### config.mk
export PLATFORM = sky130hd
export DESIGN_NAME = ara_top
export DESIGN_NICKNAME = d
export VERILOG_FILES = /design/src/pkg/ara_pkg.sv /design/src/ara_sync.sv /design/src/ara_top.sv
export SDC_FILE = /design/constraint.sdc
export NUM_CORES = 1
export LEC_CHECK = 0
export BUFFER_PORTS_ARGS = -buffer_cell sky130_fd_sc_hd__buf_2
export CORE_AREA = 3 3 96 98
export CTS_CLUSTER_SIZE = 24
export DETAILED_ROUTE_END_ITERATION = 8
export DIE_AREA = 0 0 99 101
export GPL_TIMING_DRIVEN = 1
export PLACE_DENSITY = 0.71
export SYNTH_ARGS = -nofsm -noshare
export SYNTH_HDL_FRONTEND = slang
export SYNTH_SLANG_ARGS = --single-unit
### constraint.sdc
create_clock -name clk -period 2.35 [get_ports clk]
set_input_delay 0.235 -clock clk [delete_from_list [all_inputs] [get_ports clk]]
set_output_delay 0.235 -clock clk [all_outputs]
set_load 0.01 [all_outputs]
### src/pkg/ara_pkg.sv
// constants, field layouts and carriers for the drive register access engine
package ara_pkg;

   // ---------------------------------------------------------------
   // microcontroller register map
   // ---------------------------------------------------------------
   localparam logic [15:0] ADDR_DATA_LOW  = 16'hF0D2;
   localparam logic [15:0] ADDR_DATA_HIGH = 16'hF0D3;
   localparam logic [15:0] ADDR_CONTROL   = 16'hF0D4;

   // control register field positions
   localparam int CTL_SECT_MSB_BIT = 0;
   localparam int CTL_CLEAR_BIT    = 1;
   localparam int CTL_READ_BIT     = 2;
   localparam int CTL_WRITE_BIT    = 3;
   localparam int CTL_ADR_LSB      = 4;
   localparam int CTL_ADR_MSB      = 7;

   // reset values
   localparam logic [15:0] HOLD_RESET     = 16'h0000;
   localparam logic [3:0]  ADR_RESET      = 4'h0;
   localparam logic [8:0]  SECT_CNT_RESET = 9'h000;
   localparam logic [7:0]  RDATA_RESET    = 8'h00;

   // drive address decode
   localparam int          ADR_BLOCK_BIT = 3;
   localparam logic [3:0]  ADR_DATA_REG  = 4'h8;

   // ---------------------------------------------------------------
   // register cycle timing
   // ---------------------------------------------------------------
   localparam int CLK_PERIOD_NS = 100;
   localparam int T_SETUP_NS    = 70;
   localparam int T_STROBE_NS   = 290;
   localparam int T_HOLD_NS     = 30;
   localparam int T_CYCLE_NS    = 600;
   localparam int SYNC_STAGES   = 2;

   localparam int SETUP_CYC_I  = (T_SETUP_NS + CLK_PERIOD_NS - 1) / CLK_PERIOD_NS;
   localparam int STROBE_CYC_I = (T_STROBE_NS + CLK_PERIOD_NS - 1) / CLK_PERIOD_NS;
   localparam int HOLD_CYC_I   = (T_HOLD_NS + CLK_PERIOD_NS - 1) / CLK_PERIOD_NS;
   localparam int CYCLE_CYC_I  = (T_CYCLE_NS + CLK_PERIOD_NS - 1) / CLK_PERIOD_NS;
   localparam int SETUP_CYC    = (SETUP_CYC_I < 1) ? 1 : SETUP_CYC_I;
   localparam int STROBE_CYC   = ((STROBE_CYC_I < 1) ? 1 : STROBE_CYC_I) + SYNC_STAGES;
   localparam int HOLD_MIN     = (HOLD_CYC_I < 1) ? 1 : HOLD_CYC_I;
   localparam int HOLD_FILL    = CYCLE_CYC_I - SETUP_CYC - STROBE_CYC;
   localparam int HOLD_CYC     = (HOLD_FILL > HOLD_MIN) ? HOLD_FILL : HOLD_MIN;

   localparam logic [2:0] SETUP_LOAD  = 3'(SETUP_CYC - 1);
   localparam logic [2:0] STROBE_LOAD = 3'(STROBE_CYC - 1);
   localparam logic [2:0] HOLD_LOAD   = 3'(HOLD_CYC - 1);

   // ---------------------------------------------------------------
   // types
   // ---------------------------------------------------------------
   typedef enum logic [1:0] {
      ARA_IDLE   = 2'b00,
      ARA_SETUP  = 2'b01,
      ARA_STROBE = 2'b10,
      ARA_HOLD   = 2'b11
   } ara_state_t;

   typedef struct packed {
      logic [15:0] addr;
      logic [7:0]  wdata;
      logic        wr;
      logic        rd;
   } ara_mcu_req_t;

   typedef struct packed {
      logic        cs0_n;
      logic        cs1_n;
      logic [2:0]  da;
      logic        dior_n;
      logic        diow_n;
      logic [15:0] dd_out;
      logic [15:0] dd_oe;
   } ara_ata_out_t;

   localparam ara_ata_out_t ATA_IDLE_PINS = '{cs0_n: 1'b1, cs1_n: 1'b1, da: 3'h0, dior_n: 1'b1,
                                             diow_n: 1'b1, dd_out: 16'h0000, dd_oe: 16'h0000};

endpackage

### src/ara_sync.sv
// two-stage synchroniser for pin inputs
module ara_sync #(
   parameter int WIDTH = 1
) (
   // clock and reset
   input  wire logic             clk,
   input  wire logic             sys_rst,
   // asynchronous input and synchronised output
   input  wire logic [WIDTH-1:0] async_in,
   output logic      [WIDTH-1:0] sync_out
);

   logic [WIDTH-1:0] meta_ff;
   logic [WIDTH-1:0] sync_ff;
   logic [WIDTH-1:0] nxt_meta;
   logic [WIDTH-1:0] nxt_sync;

   always_comb begin
      nxt_meta = async_in;
      nxt_sync = meta_ff;
   end

   always_ff @(posedge clk) begin
      if (sys_rst) begin
         meta_ff <= '0;
         sync_ff <= '0;
      end else begin
         meta_ff <= nxt_meta;
         sync_ff <= nxt_sync;
      end
   end

   assign sync_out = sync_ff;

endmodule

### src/ara_top.sv
// drive register access engine: single programmed register cycles on the parallel drive bus
module ara_top (
   // clock and reset
   input  wire logic                  clk,
   input  wire logic                  sys_rst,
   // microcontroller register port
   input  wire ara_pkg::ara_mcu_req_t mcu_req,
   output logic [7:0]                 mcu_rdata,
   // sector counter and fifo control
   input  wire logic                  sect_cnt_load,
   input  wire logic [8:0]            sect_cnt_init,
   input  wire logic                  sector_done,
   output logic [8:0]                 sector_counter,
   output logic                       sector_buffer_clear,
   // drive bus pins
   input  wire logic [15:0]           dd_in,
   input  wire logic                  iordy,
   output ara_pkg::ara_ata_out_t      ata_out
);
   import ara_pkg::*;

   // ---------------------------------------------------------------
   // state
   // ---------------------------------------------------------------
   logic [15:0]  access_holding_word_ff;
   logic [15:0]  nxt_access_holding_word;
   logic [3:0]   drive_reg_address_ff;
   logic [3:0]   nxt_drive_reg_address;
   logic         bus_read_request_ff;
   logic         nxt_bus_read_request;
   logic         bus_write_request_ff;
   logic         nxt_bus_write_request;
   logic         sector_buffer_clear_ff;
   logic         nxt_sector_buffer_clear;
   logic [8:0]   sector_counter_ff;
   logic [8:0]   nxt_sector_counter;
   logic [7:0]   rdata_ff;
   logic [7:0]   nxt_rdata;
   ara_state_t   state_ff;
   ara_state_t   nxt_state;
   logic [2:0]   cnt_ff;
   logic [2:0]   nxt_cnt;
   logic         is_read_ff;
   logic         nxt_is_read;
   ara_ata_out_t pins_ff;
   ara_ata_out_t nxt_pins;

   logic [16:0]  pin_sync;
   logic [15:0]  dd_sync;
   logic         iordy_sync;
   logic         engine_idle;
   logic         wide_access;
   logic [7:0]   control_view;

   // ---------------------------------------------------------------
   // pin synchronisers
   // ---------------------------------------------------------------
   ara_sync #(
      .WIDTH(17)
   ) u_pin_sync (
      .clk      (clk),
      .sys_rst  (sys_rst),
      .async_in ({iordy, dd_in}),
      .sync_out (pin_sync)
   );

   assign dd_sync    = pin_sync[15:0];
   assign iordy_sync = pin_sync[16];

   // ---------------------------------------------------------------
   // decode helpers
   // ---------------------------------------------------------------
   assign engine_idle = (state_ff == ARA_IDLE) && !bus_read_request_ff && !bus_write_request_ff;
   assign wide_access = (drive_reg_address_ff == ADR_DATA_REG);

   always_comb begin
      control_view                               = 8'h00;
      control_view[CTL_ADR_MSB:CTL_ADR_LSB]      = drive_reg_address_ff;
      control_view[CTL_WRITE_BIT]                = bus_write_request_ff;
      control_view[CTL_READ_BIT]                 = bus_read_request_ff;
      control_view[CTL_CLEAR_BIT]                = sector_buffer_clear_ff;
      control_view[CTL_SECT_MSB_BIT]             = sector_counter_ff[8];
   end

   // ---------------------------------------------------------------
   // register file and cycle engine
   // ---------------------------------------------------------------
   always_comb begin
      nxt_access_holding_word = access_holding_word_ff;
      nxt_drive_reg_address   = drive_reg_address_ff;
      nxt_bus_read_request    = bus_read_request_ff;
      nxt_bus_write_request   = bus_write_request_ff;
      nxt_sector_buffer_clear = 1'b0;
      nxt_state               = state_ff;
      nxt_cnt                 = cnt_ff;
      nxt_is_read             = is_read_ff;

      // cycle engine; completion first, and held-field firmware writes in the same cycle are dropped since the engine is not yet idle
      unique case (state_ff)
         ARA_IDLE: begin
            if (bus_read_request_ff || bus_write_request_ff) begin
               nxt_state   = ARA_SETUP;
               nxt_cnt     = SETUP_LOAD;
               nxt_is_read = bus_read_request_ff;
            end
         end
         ARA_SETUP: begin
            if (cnt_ff == 3'h0) begin
               nxt_state = ARA_STROBE;
               nxt_cnt   = STROBE_LOAD;
            end else begin
               nxt_cnt = cnt_ff - 3'h1;
            end
         end
         ARA_STROBE: begin
            // strobe stretched by the synchroniser depth so sampled data is from inside the strobe
            if (cnt_ff != 3'h0) begin
               nxt_cnt = cnt_ff - 3'h1;
            end else if (iordy_sync) begin
               nxt_state = ARA_HOLD;
               nxt_cnt   = HOLD_LOAD;
               if (is_read_ff) begin
                  if (wide_access) begin
                     nxt_access_holding_word = dd_sync;
                  end else begin
                     nxt_access_holding_word[7:0] = dd_sync[7:0];
                  end
               end
            end
         end
         ARA_HOLD: begin
            if (cnt_ff == 3'h0) begin
               nxt_state             = ARA_IDLE;
               nxt_bus_read_request  = 1'b0;
               nxt_bus_write_request = 1'b0;
            end else begin
               nxt_cnt = cnt_ff - 3'h1;
            end
         end
      endcase

      // firmware writes; firmware changes held fields only while no cycle is pending
      if (mcu_req.wr) begin
         unique case (mcu_req.addr)
            ADDR_DATA_LOW: begin
               if (engine_idle) begin
                  nxt_access_holding_word[7:0] = mcu_req.wdata;
               end
            end
            ADDR_DATA_HIGH: begin
               if (engine_idle) begin
                  nxt_access_holding_word[15:8] = mcu_req.wdata;
               end
            end
            ADDR_CONTROL: begin
               if (mcu_req.wdata[CTL_CLEAR_BIT]) begin
                  nxt_sector_buffer_clear = 1'b1;
               end
               if (engine_idle) begin
                  nxt_drive_reg_address = mcu_req.wdata[CTL_ADR_MSB:CTL_ADR_LSB];
                  nxt_bus_read_request  = mcu_req.wdata[CTL_READ_BIT];
                  nxt_bus_write_request = mcu_req.wdata[CTL_WRITE_BIT];
               end
            end
            default: begin
            end
         endcase
      end
   end

   // ---------------------------------------------------------------
   // sector counter
   // ---------------------------------------------------------------
   always_comb begin
      nxt_sector_counter = sector_counter_ff;
      // a load beats a decrement; the count stops at zero instead of wrapping
      if (sect_cnt_load) begin
         nxt_sector_counter = sect_cnt_init;
      end else if (sector_done && (sector_counter_ff != SECT_CNT_RESET)) begin
         nxt_sector_counter = sector_counter_ff - 9'h001;
      end
   end

   always_ff @(posedge clk) begin
      if (sys_rst) begin
         sector_counter_ff <= SECT_CNT_RESET;
      end else begin
         sector_counter_ff <= nxt_sector_counter;
      end
   end

   // ---------------------------------------------------------------
   // firmware read data
   // ---------------------------------------------------------------
   always_comb begin
      nxt_rdata = rdata_ff;
      // answered one cycle after the strobe; unmapped addresses read zero
      if (mcu_req.rd) begin
         unique case (mcu_req.addr)
            ADDR_DATA_LOW:  nxt_rdata = access_holding_word_ff[7:0];
            ADDR_DATA_HIGH: nxt_rdata = access_holding_word_ff[15:8];
            ADDR_CONTROL:   nxt_rdata = control_view;
            default:        nxt_rdata = 8'h00;
         endcase
      end
   end

   always_ff @(posedge clk) begin
      if (sys_rst) begin
         rdata_ff <= RDATA_RESET;
      end else begin
         rdata_ff <= nxt_rdata;
      end
   end

   // ---------------------------------------------------------------
   // drive bus pins, registered from the next state
   // ---------------------------------------------------------------
   always_comb begin
      nxt_pins = ATA_IDLE_PINS;
      if (nxt_state != ARA_IDLE) begin
         // no address is refused; reserved offsets run like any other
         nxt_pins.da = nxt_drive_reg_address[2:0];
         if (nxt_drive_reg_address[ADR_BLOCK_BIT]) begin
            nxt_pins.cs0_n = 1'b0;
         end else begin
            nxt_pins.cs1_n = 1'b0;
         end
         if (!nxt_is_read) begin
            nxt_pins.dd_out = nxt_access_holding_word;
            nxt_pins.dd_oe  = (nxt_drive_reg_address == ADR_DATA_REG) ? 16'hFFFF : 16'h00FF;
         end
         if (nxt_state == ARA_STROBE) begin
            nxt_pins.dior_n = !nxt_is_read;
            nxt_pins.diow_n = nxt_is_read;
         end
      end
   end

   // ---------------------------------------------------------------
   // registers
   // ---------------------------------------------------------------
   always_ff @(posedge clk) begin
      if (sys_rst) begin
         access_holding_word_ff <= HOLD_RESET;
         drive_reg_address_ff   <= ADR_RESET;
         bus_read_request_ff    <= 1'b0;
         bus_write_request_ff   <= 1'b0;
         sector_buffer_clear_ff <= 1'b0;
         state_ff               <= ARA_IDLE;
         cnt_ff                 <= 3'h0;
         is_read_ff             <= 1'b0;
      end else begin
         access_holding_word_ff <= nxt_access_holding_word;
         drive_reg_address_ff   <= nxt_drive_reg_address;
         bus_read_request_ff    <= nxt_bus_read_request;
         bus_write_request_ff   <= nxt_bus_write_request;
         sector_buffer_clear_ff <= nxt_sector_buffer_clear;
         state_ff               <= nxt_state;
         cnt_ff                 <= nxt_cnt;
         is_read_ff             <= nxt_is_read;
      end
   end

   // pins leave flip-flops directly so selects and strobes never glitch
   always_ff @(posedge clk) begin
      if (sys_rst) begin
         pins_ff <= ATA_IDLE_PINS;
      end else begin
         pins_ff <= nxt_pins;
      end
   end

   // ---------------------------------------------------------------
   // outputs
   // ---------------------------------------------------------------
   assign mcu_rdata           = rdata_ff;
   assign sector_counter      = sector_counter_ff;
   assign sector_buffer_clear = sector_buffer_clear_ff;
   assign ata_out             = pins_ff;

endmodule

### Word level (Yosys, flattened, before mapping)

Index checks and enable logic that the tools add are counted.

* register bits: 119
* input bits: 56
* output and inout bits: 57
* logic and storage cells: 99

* add/sub/neg operators: 2
* eq/ne operators: 12
* muxes and demuxes: 44
* bitwise operators: 4
* reductions and logical operators: 18

Operators by type and width (number)
* two-way mux 16 bit: 6
* == test 16 bit (second input constant): 3
* two-way mux 8 bit: 5
* case mux 8 bit (3 select lines): 1
* two-way mux 9 bit: 2
* two-way mux 1 bit: 15
* two-way mux 3 bit: 5
* two-way mux 4 bit: 3
* case mux 3 bit (4 select lines): 1
* two-way mux 2 bit: 5
* nonzero test 9 bit: 1
* OR reduction 3 bit: 3
* subtractor 9 x 1 -> 9 bit (second input constant): 1
* == test 4 bit (second input constant): 2
* case mux 2 bit (4 select lines): 1
* == test 2 bit (second input constant): 3
* inverter 1 bit: 4
* nonzero test 2 bit: 2
* logical AND 1 bit: 3
* logical NOT 1 bit: 3
* logical NOT 3 bit: 1
* != test 3 x 2 -> 1 bit (second input constant): 1
* AND reduction 3 bit: 1
* nonzero test 3 bit: 1
* other kinds (7): 7

### Logic depth before layout (Yosys ltp)

* word-level depth: 9
* mapped depth: 8
* depth with buffers taken out: 6

### Hierarchy

From an unflattened synthesis, not the netlist that was laid out.

* cell total of the unflattened synthesis: 404
* area total of the unflattened synthesis: 4155.2 µm²

Modules (own cells, without submodules)
* ara_top: instances 1, cells each 333, area an instance 3218.1 µm², seq. area each 1421.4 µm²
* ara_sync: instances 1, cells each 71, area an instance 937.1 µm², seq. area each 680.7 µm²

### Worst setup path after synthesis

OpenSTA, ideal clock, no wires.

* path kind: register to register
* from: register state_ff[1]
* to: register access_holding_word_ff[5]
* library setup time: 86 ps
* arrival: 1726 ps
* required time: 2264 ps
* slack: 538 ps
* cell stages (with the launch flop): 7
* buffers on the path: 2
* period minus slack after synthesis: 1812 ps
* cell sequence: dfxtp_1 -> nor4_4 -> nand4_1 -> or3_1 -> clkbuf_1 -> buf_4 -> a211oi_1

* word-level cells in the longest chain between the ends: 6
* elaborated cells on any way between the ends: 8
* classes of those cells: 1 x eq/ne; 4 x mux; 3 x reduce/logical

Ends and longest elaborated chain
* start: declaration: line ara_top.sv:39 `ara_state_t state_ff;`
* start signal: assignment: line ara_top.sv:259 `state_ff <= nxt_state;`
* logical NOT 2 bit: line ara_top.sv:73 `assign engine_idle = (state_ff == ARA_IDLE) && !bus_read_request_ff && !bus_write_request_ff;`
* logical AND 1 bit (2 in a row): line ara_top.sv:73
* two-way mux 8 bit: line ara_top.sv:146 `if (engine_idle) begin`
* two-way mux 8 bit: line ara_top.sv:144 `unique case (mcu_req.addr)`
* two-way mux 16 bit (*): line ara_top.sv:143 `if (mcu_req.wr) begin`
* end signal: assignment: line ara_top.sv:254 `access_holding_word_ff <= nxt_access_holding_word;`
* end: declaration: line ara_top.sv:25 `logic [15:0] access_holding_word_ff;`

Mark *: on every way between the ends. The rest lies on a longest branch, timed or not.
A chain may end at the register's enable or synchronous reset.

### Worst setup path after layout

* from: register sector_counter_ff[0], in the netlist sector_counter[0]
* to: register sector_counter_ff[8], in the netlist sector_counter[8]

* word-level cells in the longest chain between the ends: 3
* elaborated cells on any way between the ends: 6
* classes of those cells: 1 x add/sub; 2 x mux; 3 x reduce/logical

Ends and longest elaborated chain
* start: declaration: line ara_top.sv:35 `logic [8:0] sector_counter_ff;`
* start signal: assignment: line ara_top.sv:188 `sector_counter_ff <= nxt_sector_counter;`
* subtractor 9 x 1 -> 9 bit or nonzero test 9 bit (tied branches): line ara_top.sv:180, ara_top.sv:179
* two-way mux 9 bit or logical AND 1 bit (tied branches): line ara_top.sv:179 `end else if (sector_done && (sector_counter_ff != SECT_CNT_RESET)) begin`
* two-way mux 9 bit or nonzero test 2 bit (tied branches)

Parallel ways exist; a longest one is shown, timed or not. The select of a mux whose other input is x is not followed.

==> key figures <==
Setup path
  – R2R cell count: 6
  – Critical-path cell list: inv_1, ha_1, nor4b_1, nand3b_1, o311ai_0, a21oi_1
  – Reg2reg setup slack: between 200 and 250 ps
  – Worst EP arrival: approximately 2300 ps
  – Startpoint Class: flop
  – FF-to-FF Start: sector_counter[0]
  – Setup Crit Path Kind: reg -> reg
  – Worst path max stage delay: approximately 560 ps
  – Worst path required time: 2590 ps
  – RR Endpoint: sector_counter[8]
  – Slowest stage cell, crit path: nor4b_1
  – CP max FO: 5
  – Worst setup path start: sector_counter[0]
  – Crit end category: flop

Clocking
  – CTS Sinks: roughly 110
  – Max clock buf depth: 2
  – H-tree depth: 3
  – Cts bufs inserted: 9
  – Worst skew pair latency: 370 ps
  – TritonCTS clock tree: yes
  – Root Driver: clkbuf_8
  – Hold-fix buffers, CTS: 0
  – Post-CTS resize count: 0
  – Clock-pin slew on the worst setup and hold paths: ~100 ps
  – Postcts setup bufs: 0

Floorplan
  – Total core area: between 8000 and 9000 um2
  – Top-level I/O count: between 100 and 150
  – Die area: approximately 10000 um2
  – Die Span Y: approximately 100 um
  – Die width: between 90 and 100 um
  – Rows: 34
  – Initial Utilization: 0.4884

Job
  – Max_cap viols: 0

Cells and area
  – Most frequent cells in the layout: buf_2 (112), dfxtp_1 (105), nor2b_1 (35), a21oi_1 (31), mux2i_1 (26)
  – Share of cells above drive strength 1: 0.2871
  – Nets: between 500 and 600
  – Most common cell after layout, fill and taps aside: buf_2
  – Fillers: between 700 and 800
  – Area Overhead vs Synth: 16.57%
  – N_diodes: 0
  – Final instance area: just under 5000 um2

Routing
  – DR vias: ~3300
  – DR iter-0 viols: 200
  – Post-DRT Antenna Nets: 0
  – Pre-antenna DRT Iters: 4
  – Vias per cell: between 5 and 6
  – Residual DRC: 0
  – Routed length per instance: roughly 15 um
  – Routed WL: between 9 and 10 mm

Logic synthesis
  – Synthesized net count: 473
  – Yosys top cell area share: 0.5033
  – Main synth FF type: dfxtp_1
  – Cells after Synth: between 400 and 500
  – Fraction of registers with async set/reset: 0
  – Mapped cell area: between 4000 and 5000 um2
  – Cell taking the most area after synthesis: dfxtp_1
  – Register bit total from synthesis: roughly 110
  – Seq/Total Area, Yosys: 0.5033
  – Syn. warnings: 0
  – Syn_area_per_cell: between 10 and 15 um2
  – Largest cells by area after synthesis: dfxtp_1 (50%), mux2i_1 (6.2%), nor2b_1 (5.2%)
  – Number of synthesized flops with an enable pin: 0
  – Yosys cell types: 53

Global route
  – Antenna violations before repair: 0
  – Largest net degree at the start of global routing: 52
  – Global route overflow: 0
  – Global-route wire length before repair: 15.19 mm
  – GRT Util Overall: 0.1922
  – Number of global-route vias before repair: around 3200

Placement
  – GP Congestion: approximately 0.84
  – Port buffer count: 112
  – Placed cell area: 4669 um2
  – Detailed placement HPWL: between 7 and 8 mm

Pwr
  – Leak: between 1.5 and 2 nW
  – PD cells: about 660 nW/um2
  – Max VDD drop: approximately 350 uV

STA
  – Headroom to the max-slew limit: 0.5055
  – Setup TNS: 0 ps
  – Final setup skew: about 7.7 ps
  – Unrepaired setup endpoints after global routing: false
  – Final Max Slew Viols: 0
  – Fmax: about 470 MHz
  – Actual slew at the worst max-slew pin: about 730 ps
  – Tcrit/Tclk final: 0.8963
  – Final Hold Viols: 0
  – Final Setup Violations: 0
  – Tmin final: approximately 2100 ps

Worst hold path
  – Hold path endpoint: u_pin_sync.meta_ff[1]
  – Hold Path Class: in -> reg
  – Min-delay src: dd_in[1]
  – Hold-critical path depth: 2

Run status
  – Status: finished, final reports clean
cells in the mapped netlist, types with 3 or more instances:
cell and instances:
inv_1 8, nand3b_1 3, mux2i_1 26, dfxtp_1 105, a2bb2oi_1 8, nand3_1 8
nor2_1 16, clkbuf_1 14, a211oi_1 24, nor3_1 14, nor4_1 9, a21oi_1 31
a2111oi_0 3, nand2_1 21, ha_1 3, clkbuf_8 4, nor4b_1 4, nor2b_1 35
buf_4 15, xnor2_1 4, o21ai_0 13, and2_1 4
state kept, by name, summed over array words and instances (netlist names):
signal,flops
ata_out,25
u_pin_sync.meta_ff,17
u_pin_sync.sync_out,17
access_holding_word_ff,16
sector_counter,9
mcu_rdata,8
drive_reg_address_ff,4
cnt_ff,3
state_ff,2
bus_read_request_ff,1
bus_write_request_ff,1
is_read_ff,1
sector_buffer_clear,1
kinds of logic after synthesis:
| family | Yosys count | share of synthesized area |
|---|---|---|
| xor+xnor | 5 | 0.01048 |
| mux | 26 | 0.06231 |
| simple gates | 135 | 0.1968 |
| compound gates | 95 | 0.1480 |
| fa+ha+maj | 3 | 0.008988 |
| flops | 105 | 0.5033 |
| buf+inv | 45 | 0.07010 |
critical path, delay by kind of cell, from the launching register on:
kind	cells	cell delay, ps
buf+inv	1	70
fa+ha+maj	1	230
compound gates	2	550
flops	1	360
simple gates	2	770
how the worst max path moves through the flow:
stage                                            end  slack (ps)  depth (start not counted)
after floorplan            access_holding_word_ff[5]         540                          6
after global placement    access_holding_word_ff[15]         240                          5
after detailed placement  access_holding_word_ff[15]         140                          5
after CTS                          sector_counter[8]         300                          6
after global routing               sector_counter[3]          90                          6
final                              sector_counter[8]         240                          6
final cells by class:
type / count / area, um2 / share of cell area
sequential: 105 / 2102 / 0.4318
multi-input combinational: 264 / 1782 / 0.3660
timing repair buffer: 120 / 620.6 / 0.1275
tap: 108 / 135.1 / 0.02776
clock buffer: 9 / 123.9 / 0.02544
clock inverter: 6 / 75.07 / 0.01542
inverter: 8 / 30.03 / 0.006168
power by group:
| group | leakage, nW | internal [mW] | total (mW) | switching [mW] |
|---|---|---|---|---|
| combinational | 1.00 | 0.0990 | 0.209 | 0.110 |
| clock | 0.0986 | 0.506 | 1.14 | 0.631 |
| sequential | 0.855 | 1.82 | 1.84 | 0.0247 |
stage by stage:
| stage | hold slack (ps) | std cells | util | setup slack [ps] | total power, mW |
|---|---|---|---|---|---|
| 2_1_floorplan | 346.2 | 414 | - | 538.5 | 2.004 |
| 3_3_place_gp | 422.2 | 605 | 0.5461 | 244.2 | 2.086 |
| 3_5_place_dp | 421.2 | 605 | 0.5461 | 135.2 | 2.094 |
| 4_1_cts | 54.63 | 620 | 0.5694 | 303.3 | 3.216 |
| 5_1_grt | 54.48 | 620 | 0.5694 | 89.47 | 3.321 |
| 6_report | 69.68 | 620 | 0.5694 | 243.7 | 3.190 |
metal layers:
layer / routed length (um) / track usage / part of all wire / vias to the layer above
li1: - / - / - / 1656
met1: 4087 / 0.2398 / 0.43 / 1482
met2: 4475 / 0.3156 / 0.47 / 127
met3: 717 / 0.04567 / 0.075 / 27
met4: 252 / 0.08718 / 0.026 / 0
met5: 0 / 0 / 0 / -
Note: power is estimated with default switching activity, not from simulation.
